--- src/pkg/swc_pkg.sv ---
/*
 * Constants, register map and carrier types of the sleep and wake-up controller.
 * Assumes a 50 MHz system clock and a classic Wishbone master with 32-bit data.
 */
package swc_pkg;
	localparam int unsigned CLK_PERIOD_NS = 20;
	localparam int unsigned TOSC_NS = 20;
	localparam int unsigned OST_PERIODS = 1024;
	localparam int unsigned OST_CYC = (OST_PERIODS * TOSC_NS + CLK_PERIOD_NS - 1) / CLK_PERIOD_NS;
	localparam int unsigned WDT_PERIOD_MS = 18;
	localparam int unsigned WDT_PERIOD_CYC = (WDT_PERIOD_MS * 1000000) / CLK_PERIOD_NS;
	localparam int unsigned WDT_CNT_W = 20;
	localparam int unsigned OST_CNT_W = 11;
	localparam logic [12:0] IRQ_VECTOR = 13'h0004;
	localparam int unsigned NUM_IRQ = 3;
	localparam int unsigned NUM_IO = 8;
	localparam logic [7:0] REG_CTRL_ADR = 8'h00;
	localparam logic [7:0] REG_STAT_ADR = 8'h04;
	localparam int unsigned CTRL_WDT_EN_BIT = 0;
	localparam int unsigned CTRL_XTAL_BIT = 1;
	localparam int unsigned CTRL_IRQEN_LSB = 2;
	localparam int unsigned CTRL_W = 5;
	localparam logic [4:0] CTRL_RST_VAL = 5'h03;
	localparam int unsigned STAT_PD_BIT = 0;
	localparam int unsigned STAT_TO_BIT = 1;
	localparam int unsigned STAT_ASLEEP_BIT = 2;
	localparam int unsigned STAT_WK_WDT_BIT = 3;
	localparam int unsigned STAT_WK_IRQ_BIT = 4;

	typedef struct packed {
		logic cyc;
		logic stb;
		logic we;
		logic [7:0] adr;
		logic [3:0] sel;
		logic [31:0] dat;
	} swc_wb_req_t;

	typedef struct packed {
		logic [7:0] drv;
		logic [7:0] oe;
	} swc_io_t;

	typedef enum logic [5:0] {
		S_RUN = 6'b000001,
		S_SLEEP = 6'b000010,
		S_OST = 6'b000100,
		S_RESUME = 6'b001000,
		S_DUMMY1 = 6'b010000,
		S_DUMMY2 = 6'b100000
	} swc_state_t;
endpackage

--- src/rtl/swc_watchdog.sv ---
/*
 * Watchdog counter for the sleep controller.
 * Assumes the system clock keeps running while the core clock is stopped.
 */
`timescale 1ns/1ps
module swc_watchdog #(
	parameter int unsigned PERIOD_CYC = swc_pkg::WDT_PERIOD_CYC
) (
	input wire logic clk,
	input wire logic rst,
	input wire logic enable,
	input wire logic clear,
	output logic timeout
);
	import swc_pkg::*;

	logic [WDT_CNT_W-1:0] cnt_q;
	logic [WDT_CNT_W-1:0] cnt_d;
	logic timeout_q;
	wire logic at_end = (cnt_q == WDT_CNT_W'(PERIOD_CYC - 1));

	// A clear restarts the count but the watchdog keeps running afterwards.
	assign cnt_d = (clear || !enable || at_end) ? '0 : cnt_q + WDT_CNT_W'(1);
	assign timeout = timeout_q;

	always_ff @(posedge clk) begin
		if (rst) begin
			cnt_q <= '0;
			timeout_q <= 1'b0;
		end else begin
			cnt_q <= cnt_d;
			timeout_q <= enable && !clear && at_end;
		end
	end
endmodule

--- src/rtl/swc_sleep_ctrl.sv ---
/*
 * Sleep entry and wake-up controller with a Wishbone register slave.
 * Assumes the core pulses SLEEP_EXEC and WDT_CLR_EXEC for one cycle per executed
 * instruction and honours CORE_RUN as its clock enable.
 */
`timescale 1ns/1ps
module swc_sleep_ctrl #(
	parameter int unsigned WDT_CYC = swc_pkg::WDT_PERIOD_CYC
) (
	input wire logic CLK,
	input wire logic RST,
	input swc_pkg::swc_wb_req_t WB_REQ,
	output logic [31:0] WB_DAT_O,
	output logic WB_ACK,
	input wire logic SLEEP_EXEC,
	input wire logic WDT_CLR_EXEC,
	input wire logic EXT_RESET_REQ,
	input wire logic GLOBAL_IRQ_ENABLE,
	input wire logic [2:0] IRQ_FLAG,
	input swc_pkg::swc_io_t IO_CORE,
	output swc_pkg::swc_io_t IO_PINS,
	output logic OSC_DRV_EN,
	output logic CORE_RUN,
	output logic PREFETCH_NEXT,
	output logic EXEC_FOLLOW,
	output logic DUMMY_CYCLE,
	output logic VECTOR_LOAD,
	output logic [12:0] VECTOR_ADDR,
	output logic DEVICE_RESET
);
	import swc_pkg::*;

	function automatic logic reg_hit(input logic [7:0] adr, input logic [7:0] off);
		reg_hit = (adr == off);
	endfunction

	swc_state_t state_q;
	swc_state_t state_d;
	logic [CTRL_W-1:0] ctrl_q;
	logic pd_q;
	logic to_q;
	logic wk_wdt_q;
	logic wk_irq_q;
	logic vec_q;
	logic [OST_CNT_W-1:0] ost_q;
	logic ack_q;
	logic [31:0] dat_q;
	swc_io_t io_q;
	logic osc_q;
	logic run_q;
	logic pref_q;
	logic follow_q;
	logic dummy_q;
	logic vload_q;
	logic rst_out_q;
	logic wdt_to;

	wire logic wdt_en = ctrl_q[CTRL_WDT_EN_BIT];
	wire logic xtal = ctrl_q[CTRL_XTAL_BIT];
	wire logic [NUM_IRQ-1:0] irq_en = ctrl_q[CTRL_IRQEN_LSB +: NUM_IRQ];
	wire logic irq_pend = |(IRQ_FLAG & irq_en);
	wire logic st_run = state_q[0];
	wire logic st_sleep = state_q[1];
	wire logic st_ost = state_q[2];
	wire logic st_resume = state_q[3];
	wire logic st_dummy2 = state_q[5];
	wire logic wdt_rst = st_run && wdt_to;
	wire logic sleep_entry = st_run && SLEEP_EXEC && !irq_pend && !wdt_rst;
	wire logic rst_wake = st_sleep && EXT_RESET_REQ;
	wire logic wdt_wake = st_sleep && !EXT_RESET_REQ && wdt_to;
	wire logic irq_wake = st_sleep && !EXT_RESET_REQ && !wdt_to && irq_pend;
	wire logic ost_done = (ost_q == OST_CNT_W'(OST_CYC - 1));
	wire logic wb_req = WB_REQ.cyc && WB_REQ.stb;
	wire logic wb_wr = wb_req && WB_REQ.we && ack_q && WB_REQ.sel[0];
	wire logic hit_ctrl = reg_hit(WB_REQ.adr, REG_CTRL_ADR);
	wire logic hit_stat = reg_hit(WB_REQ.adr, REG_STAT_ADR);
	wire logic [31:0] rd_ctrl = {{(32 - CTRL_W){1'b0}}, ctrl_q};
	wire logic [31:0] rd_stat = {27'h0, wk_irq_q, wk_wdt_q, !st_run, to_q, pd_q};
	wire logic [31:0] rd_mux = hit_ctrl ? rd_ctrl : (hit_stat ? rd_stat : 32'h0);
	wire logic wdt_clear = WDT_CLR_EXEC || sleep_entry;

	swc_watchdog #(
		.PERIOD_CYC(WDT_CYC)
	) u_wdt (
		.clk(CLK),
		.rst(RST),
		.enable(wdt_en),
		.clear(wdt_clear),
		.timeout(wdt_to)
	);

	always_comb begin
		state_d = state_q;
		case (state_q)
			S_RUN: begin
				if (sleep_entry)
					state_d = S_SLEEP;
			end
			S_SLEEP: begin
				if (rst_wake)
					state_d = S_RUN;
				else if (wdt_wake || irq_wake)
					state_d = xtal ? S_OST : S_RESUME;
			end
			S_OST: begin
				if (ost_done)
					state_d = S_RESUME;
			end
			S_RESUME: begin
				state_d = vec_q ? S_DUMMY1 : S_RUN;
			end
			S_DUMMY1: begin
				state_d = S_DUMMY2;
			end
			S_DUMMY2: begin
				state_d = S_RUN;
			end
			default: begin
				state_d = S_RUN;
			end
		endcase
	end

	always_ff @(posedge CLK) begin
		if (RST)
			state_q <= S_RUN;
		else
			state_q <= state_d;
	end

	// Status flags. Entry sets the timeout flag; any watchdog timeout clears it.
	always_ff @(posedge CLK) begin
		if (RST) begin
			pd_q <= 1'b1;
			to_q <= 1'b1;
		end else begin
			if (sleep_entry) begin
				pd_q <= 1'b0;
				to_q <= 1'b1;
			end else if (wdt_to) begin
				to_q <= 1'b0;
			end
		end
	end

	// Wake cause and vector decision are taken when the sleep ends.
	always_ff @(posedge CLK) begin
		if (RST) begin
			wk_wdt_q <= 1'b0;
			wk_irq_q <= 1'b0;
			vec_q <= 1'b0;
		end else if (st_sleep && (wdt_wake || irq_wake || rst_wake)) begin
			wk_wdt_q <= wdt_wake;
			wk_irq_q <= irq_wake;
			vec_q <= irq_wake && GLOBAL_IRQ_ENABLE;
		end
	end

	always_ff @(posedge CLK) begin
		if (RST || !st_ost)
			ost_q <= '0;
		else
			ost_q <= ost_q + OST_CNT_W'(1);
	end

	// Registered outputs follow the next state so they line up with state_q.
	always_ff @(posedge CLK) begin
		if (RST) begin
			osc_q <= 1'b1;
			run_q <= 1'b1;
			pref_q <= 1'b0;
			follow_q <= 1'b0;
			dummy_q <= 1'b0;
			vload_q <= 1'b0;
			rst_out_q <= 1'b0;
		end else begin
			osc_q <= !state_d[1];
			run_q <= state_d[0] || state_d[3] || state_d[4] || state_d[5];
			pref_q <= sleep_entry;
			follow_q <= state_d[3];
			dummy_q <= state_d[4] || state_d[5];
			vload_q <= state_d[5];
			rst_out_q <= rst_wake || wdt_rst;
		end
	end

	// Each pin tracks the core until sleep, then keeps drive and enable frozen.
	// The hold spans the start-up wait too, since the core is not running then.
	genvar gi;
	generate
		for (gi = 0; gi < NUM_IO; gi++) begin : g_io
			always_ff @(posedge CLK) begin
				if (RST) begin
					io_q.drv[gi] <= 1'b0;
					io_q.oe[gi] <= 1'b0;
				end else if (!(state_d[1] || state_d[2])) begin
					io_q.drv[gi] <= IO_CORE.drv[gi];
					io_q.oe[gi] <= IO_CORE.oe[gi];
				end
			end
		end
	endgenerate

	// Wishbone slave: one wait state, unmapped addresses read zero and ignore writes.
	always_ff @(posedge CLK) begin
		if (RST) begin
			ack_q <= 1'b0;
			dat_q <= 32'h0;
			ctrl_q <= CTRL_RST_VAL;
		end else begin
			ack_q <= wb_req && !ack_q;
			if (wb_req && !ack_q)
				dat_q <= rd_mux;
			if (wb_wr && hit_ctrl)
				ctrl_q <= WB_REQ.dat[CTRL_W-1:0];
		end
	end

	assign WB_ACK = ack_q;
	assign WB_DAT_O = dat_q;
	assign IO_PINS = io_q;
	assign OSC_DRV_EN = osc_q;
	assign CORE_RUN = run_q;
	assign PREFETCH_NEXT = pref_q;
	assign EXEC_FOLLOW = follow_q;
	assign DUMMY_CYCLE = dummy_q;
	assign VECTOR_LOAD = vload_q;
	assign VECTOR_ADDR = IRQ_VECTOR;
	assign DEVICE_RESET = rst_out_q;

	// The wait is far too long for a delay, so a separate count measures it.
	logic [OST_CNT_W-1:0] ost_seen_q;
	always_ff @(posedge CLK) begin
		if (RST || !st_ost)
			ost_seen_q <= '0;
		else
			ost_seen_q <= ost_seen_q + OST_CNT_W'(1);
	end
endmodule

--- config.mk ---
export PLATFORM = sky130hd
export DESIGN_NAME = swc_sleep_ctrl
export DESIGN_NICKNAME = d
export VERILOG_FILES = /design/src/pkg/swc_pkg.sv /design/src/rtl/swc_watchdog.sv /design/src/rtl/swc_sleep_ctrl.sv
export SDC_FILE = /design/constraint.sdc
export NUM_CORES = 1
export LEC_CHECK = 0
export ABC_AREA = 1
export BUFFER_PORTS_ARGS = -buffer_cell sky130_fd_sc_hd__buf_2
export CAP_MARGIN = 20
export CORE_UTILIZATION = 30
export CTS_CLUSTER_DIAMETER = 30
export DETAILED_ROUTE_END_ITERATION = 16
export PLACE_DENSITY = 0.61
export SETUP_SLACK_MARGIN = 0.15
export SLEW_MARGIN = 20
export SYNTH_ARGS = -nofsm -noshare
export SYNTH_HDL_FRONTEND = slang
export SYNTH_SLANG_ARGS = --single-unit
--- constraint.sdc ---
create_clock -name CLK -period 1.7 [get_ports CLK]
set_input_delay 0.34 -clock CLK [delete_from_list [all_inputs] [get_ports CLK]]
set_output_delay 0.34 -clock CLK [all_outputs]
set_load 0.03 [all_outputs]
==> results of run 1 <==
[power groups by stage]
stage                     combinational, mW  sequential [mW]  clock (mW)
final                                 0.797             1.88        2.03
after global routing                  0.879             1.88        2.16
after CTS                             0.728             1.88        2.08
after detailed placement              0.710             1.91           0
after global placement                0.711             1.91           0
after floorplan                       0.466             2.04           0
[layer usage]
| layer | vias to the layer above | wire, microns | track usage (%) |
|---|---|---|---|
| met1 | 1521 | 3890 | 15.3 |
| met3 | 8 | 372 | 3.23 |
| li1 | 1841 | - | - |
| met2 | 87 | 4400 | 22.9 |
| met5 | - | 0 | 0 |
| met4 | 0 | 116 | 4.94 |
[critical path: cells and delay by family, from the launching register on]
family,cells,cell delay (ns)
AND/OR/NAND/NOR,8,0.80
flip-flops,1,0.35
adder cells (fa/ha/maj),1,0.15
XOR/XNOR,1,0.14
buffers and inverters,1,0.03
[kinds of logic after synthesis]
kind of cell    Yosys count  synth area share [%]
buf+inv                 146                  18.8
xor+xnor                 11                  2.54
flops                    75                  39.6
other cells               2                 0.198
fa+ha+maj                 2                 0.659
simple gates            253                  30.3
compound gates           51                  8.01
[cells in the mapped netlist]
cell and n:
nor2_1 75, inv_2 14, a211oi_1 1, clkbuf_1 4
o21a_1 1, xnor2_1 4, xor2_1 7, a21o_1 5
nand2_2 4, buf_6 1, nand3_2 1, dfxtp_1 75
or2_2 3, buf_4 41, o21ai_0 12, nand3_1 19
or3_1 1, o211ai_1 3, nor4_4 1, nand2_4 1
nand2_1 101, o21ai_1 2, or2_1 1, o21bai_4 1
a21oi_1 19, a22oi_1 1, nand4_1 24, ha_1 2
inv_1 82, nor3_1 10, clkinv_1 1, nor2_4 1
nor2_2 7, buf_2 3, nand3_4 1, nor3b_1 2
conb_1 2, or2_0 1, a31oi_1 6
[metrics by stage]
step / cell area (sq um) / hold slack [ns] / worst slack (ns) / std cells
after floorplan: 3940 / 0.417 / 0.153 / 578
after global placement: 4370 / 0.448 / 0.0504 / 794
after detailed placement: 4370 / 0.451 / 0.0357 / 794
after CTS: 4740 / 0.205 / 0.139 / 812
after global routing: 5180 / 0.217 / -0.0106 / 831
final: 5180 / 0.212 / 0.132 / 831
[worst max-delay path by stage]
| stage | start | endpoint | slack [ns] | cells after the start |
|---|---|---|---|---|
| after floorplan | ost_q[0] | IO_PINS[10] | 0.15 | 12 |
| after global placement | IRQ_FLAG[0] | IO_PINS[4] | 0.05 | 12 |
| after detailed placement | IRQ_FLAG[0] | IO_PINS[4] | 0.04 | 12 |
| after CTS | ost_q[0] | IO_PINS[9] | 0.14 | 11 |
| after global routing | u_wdt.cnt_q[1] | u_wdt.cnt_q[16] | -0.01 | 11 |
| final | u_wdt.cnt_q[1] | u_wdt.cnt_q[16] | 0.13 | 11 |
[registers in the layout (all words and copies together) (netlist names)]
name and cells:
u_wdt.cnt_q 20, IO_PINS 16, ost_q 11, state_q 6
WB_DAT_O 5, ctrl_q 5, CORE_RUN 1, DEVICE_RESET 1
DUMMY_CYCLE 1, OSC_DRV_EN 1, PREFETCH_NEXT 1, WB_ACK 1
pd_q 1, to_q 1, u_wdt.timeout 1, vec_q 1
wk_irq_q 1, wk_wdt_q 1
[layout make-up]
type | instances | area (sq um) | area share (%)
Multi-Input combinational cell | 359 | 1980 | 38.3
Tap cell | 168 | 210 | 4.06
Clock buffer | 12 | 246 | 4.76
Timing Repair Buffer | 116 | 773 | 14.9
Inverter | 97 | 367 | 7.08
Sequential cell | 75 | 1520 | 29.4
Clock inverter | 4 | 73.8 | 1.43
[repair_timing]
action,4_1_cts,5_1_grt
gates resized for setup,10,74
gates cloned,1,3
setup buffers,1,16
pin swaps,1,56
setup endpoints to repair,31,39
==> flow_metrics.tcl, run 1 <==
set metrics [dict create \
    final_layout_size_suffix_gt1_share_pct 32.4 \
    worstPathRequired_ns 1.93 \
    fin_crit_sh_pct 92.2 \
    tritoncts "done" \
    fp.dieArea_sq_um 13100 \
    p_sw_mw 1.29 \
    clockBufferDepth 2 \
    path_clk_slew_ns 0.06 \
    r2r-start "u_wdt.cnt_q[1]" \
    vdd_drop_max_v 0.000503 \
    synth_top_area_share_pct 39.6 \
    max_freq_ghz 0.638 \
    hold_path.class "input pin to flop" \
    cts_htree_levels 3 \
    critPathSlowestCell "dfxtp_2" \
    synth_area_sq_um 3800 \
    worst_setup_path_start_kind "flop" \
    yosys.area.top_type "dfxtp_1" \
    final_common_cell "nand2_1" \
    end_kind "flop" \
    p_comb_share_pct 17.0 \
    min_to "ctrl_q[1]" \
    routedWlPerCell_microns 10.6 \
    track_usage_pct 13.1 \
    hold_buffers 0 \
    drtAntennaViolNets 0 \
    dr.pass1.iters 4 \
    p_leak_nw 2.54 \
    setup_violations 0 \
    rows 40 \
    grt_first_pass_wirelength_microns 13400 \
    hpwl_microns 6020 \
    yosysSeqAreaShare_pct 39.6 \
    grt_pass1_vias 2968 \
    utilization_pct 42.6 \
    drt_iter0_markers 174 \
    pwr_density_cell_nw_per_um2 908 \
    worstSetupPathType "flop to flop" \
    fillers 1250 \
    syn-mean-instance-area_sq_um 7.03 \
    finalPower_mw 4.70 \
    syn_to_final_growth_pct 36.4 \
    numPortBuffers 70 \
    hold_viol 0 \
    syn-instance-count 540 \
    final_cell_mix "83 x nand2_1, 77 x inv_1, 70 x buf_2" \
    final_nets 732 \
    vias 3457 \
    die_w_microns 114 \
    final.min_clock_period_ns 1.57 \
    worstPathCellList "ha_4, nand2_4, nor2_4, nand2_2, nor2_4, nand2_2, nor2_4, nand2_2, xnor2_2, nand2_1, inv_1" \
    synthTopCellsByArea "dfxtp_1 40%, nand2_1 10%, buf_4 8.1%, inv_1 8.1%, nor2_1 7.4%" \
    pin_count 141 \
    grt_max_degree 18 \
    gp_congestion 0.779 \
    slew_viol_final 0 \
    die_y_microns 114 \
    rr_worst_depth 11 \
    cp.arrival_ns 1.80 \
    core_area_sq_um 12200 \
    overflow 0 \
    pwr-share-clk_pct 43.1 \
    cts_root_buf "clkbuf_16" \
    crit_fanout 4 \
    finalSetupTns_ns 0 \
    routed_wl_microns 8780 \
    start_util_pct 31.2 \
    hp-start "WB_REQ[1]" \
    rrSetupSlack_ns 0.13 \
    reg2reg_to "u_wdt.cnt_q[16]" \
    pwr-share-seq_pct 39.9 \
    critPathMaxStageDelay_ns 0.35 \
    clkLatencyLatePin_ns 0.33 \
    drc 0 \
    n_antenna_cell 0 \
    hold_path_depth 3 \
    status "finished clean" \
    swShare_pct 27.4 \
    p_int_mw 3.41 \
    cts_buffers 9 \
    yosysWarnings 0 \
    grt_antenna_before_repair 0 \
    fin_skew_ns 0.00644 \
    synth_seq_cells 75 \
    maxCapViolCount 0 \
    rsz0062_at_grt "true" \
    cts_num_sinks 75 \
    synthDistinctLibCells 39 \
    viasPerCell 4.16 \
]
Note: power is estimated with default switching activity, not from simulation.
==> inputs of run 2 (changes only) <==
CORE_MARGIN = 2   (was default)
==> flow_metrics.tcl, run 2 (synthesized netlist as in run 1, its figures left out) <==
set metrics [dict create \
    grt_max_degree 29 \
    vdd_drop_max_v 0.000492 \
    r2r-start "ost_q[1]" \
    fin_crit_sh_pct 91.7 \
    max_freq_ghz 0.641 \
    grt_pass1_vias 3172 \
    hp-start "WB_REQ[1]" \
    route.met3.wl_microns 491 \
    startpoint "ost_q[1]" \
    overflow 0 \
    routed_wl_microns 8690 \
    grt_first_pass_wirelength_microns 13900 \
    track_usage_pct 12.9 \
    rows 41 \
    tritoncts "done" \
    cts_root_buf "clkbuf_16" \
    clkLatencyLatePin_ns 0.33 \
    numPortBuffers 70 \
    viasPerCell 4.12 \
    hold_buffers 0 \
    finalSetupTns_ns 0 \
    critPathMaxStageDelay_ns 0.35 \
    largest_register_ffs 20 \
    die_y_microns 116 \
    worstPathRequired_ns 1.93 \
    dr_wl_met2_microns 4190 \
    path_buf_inv 3 \
    die_w_microns 116 \
    hold_path.class "input pin to flop" \
    cts_htree_levels 3 \
    worst_setup_path_start_kind "flop" \
    pin_count 141 \
    fillers 1311 \
    cp.arrival_ns 1.79 \
    regMostFlops "u_wdt.cnt_q" \
    dr.pass1.iters 4 \
    maxCapViolCount 0 \
    top_layer "met4" \
    hold_viol 0 \
    final.min_clock_period_ns 1.56 \
    final_nets 731 \
    final_cell_mix "91 x nand2_1, 81 x inv_1, 70 x buf_2" \
    start_util_pct 30.5 \
    worstPathCellList "ha_4, nand2_4, inv_4, nand3_4, nor2_4, nand2_2, nand2_4, buf_12, buf_16, nand4_1, nand2_1, nor2_2" \
    routedWlPerCell_microns 10.4 \
    fp.dieArea_sq_um 13600 \
    status "finished clean" \
    drc 0 \
    crit_fanout 6 \
    rsz0062_at_grt "true" \
    cts_num_sinks 75 \
    p_leak_nw 2.50 \
    critPathSlowestCell "dfxtp_2" \
    core_area_sq_um 12500 \
    drtAntennaViolNets 0 \
    cpMostUsedCell "nand2_4" \
    final_common_cell "nand2_1" \
    cts_buffers 9 \
    grt_antenna_before_repair 0 \
    pwr_density_cell_nw_per_um2 873 \
    gp_congestion 0.795 \
    critPathTopFamily "simple AND/OR/NAND/NOR gates" \
    wl_met1_microns 3880 \
    n_antenna_cell 0 \
    vias 3436 \
    clockBufferDepth 2 \
    syn_to_final_growth_pct 33.2 \
    fin_skew_ns 0.00872 \
    slew_viol_final 0 \
    end_kind "flop" \
    fin_worst_hold_slack_ns 0.220 \
    path_clk_slew_ns 0.06 \
    drt_iter0_markers 185 \
    final_layout_size_suffix_gt1_share_pct 30.7 \
    setup_violations 0 \
    utilization_pct 40.6 \
    finalPower_mw 4.41 \
    hpwl_microns 6090 \
    worstSetupPathType "flop to flop" \
]
==> run 2: changes by cell type in the layout (fill, tap and decap cells not counted), sizes merged <==
cell / delta
clkinvlp: +1
clkbuf: -3
buf: +1
bufinv: -2
clkinv: +1
==> run 2: area by class of cell <==
type                       instances  area, sq um  area share [%]
clock buffer                      11          253            5.00
clock inverter                     4         26.3           0.520
inverter                          97          369            7.30
multi-input combinational        359         1900            37.5
sequential                        75         1520            30.0
tap                              172          215            4.26
timing repair buffer             115          779            15.4
==> run 2: what timing repair did <==
| action | 4_1_cts | 5_1_grt |
|---|---|---|
| setup buffers | 11 | 7 |
| pin swaps | 6 | 29 |
| hold endpoints to repair | 0 | 0 |
| cloned | 3 | 0 |
| setup endpoints to repair | 30 | 39 |
| gates resized for setup | 23 | 38 |
==> run 2: layer usage <==
layer | track usage, % | vias up
met5 | 0 | -
met4 | 3.73 | 0
met3 | 3.89 | 12
met2 | 22.6 | 83
met1 | 15.3 | 1506
li1 | - | 1835
==> run 2: stage by stage <==
stage / setup WS [ns] / cell area [sq um] / std cells
2_1_floorplan: 0.153 / 3940 / 578
3_3_place_gp: 0.0618 / 4360 / 797
3_5_place_dp: 0.0345 / 4360 / 797
4_1_cts: 0.151 / 4870 / 826
5_1_grt: 0.0105 / 5060 / 833
6_report: 0.141 / 5060 / 833
==> run 2: report_power, final <==
group          internal (mW)  total [mW]  switching (mW)
clock                   1.06        1.77           0.713
combinational          0.236       0.768           0.532
sequential              1.84        1.88          0.0392
total                   3.13        4.41            1.28
==> run 2: worst paths after layout <==
path	endpoint	slack [ns]	cells past startpoint
max	IO_PINS[15]	0.14	12
min	ctrl_q[1]	0.22	3
max reg2reg	IO_PINS[15]	0.14	12
min reg2reg	to_q	0.46	2
==> run 2: worst reg2reg max path: stages, from the launching register on <==
cell	delay, ns
dfxtp_2	0.35
ha_4	0.15
nand2_4	0.05
inv_4	0.06
nand3_4	0.07
nor2_4	0.14
nand2_2	0.08
nand2_4	0.13
buf_12	0.12
buf_16	0.10
nand4_1	0.09
nand2_1	0.08
nor2_2	0.04
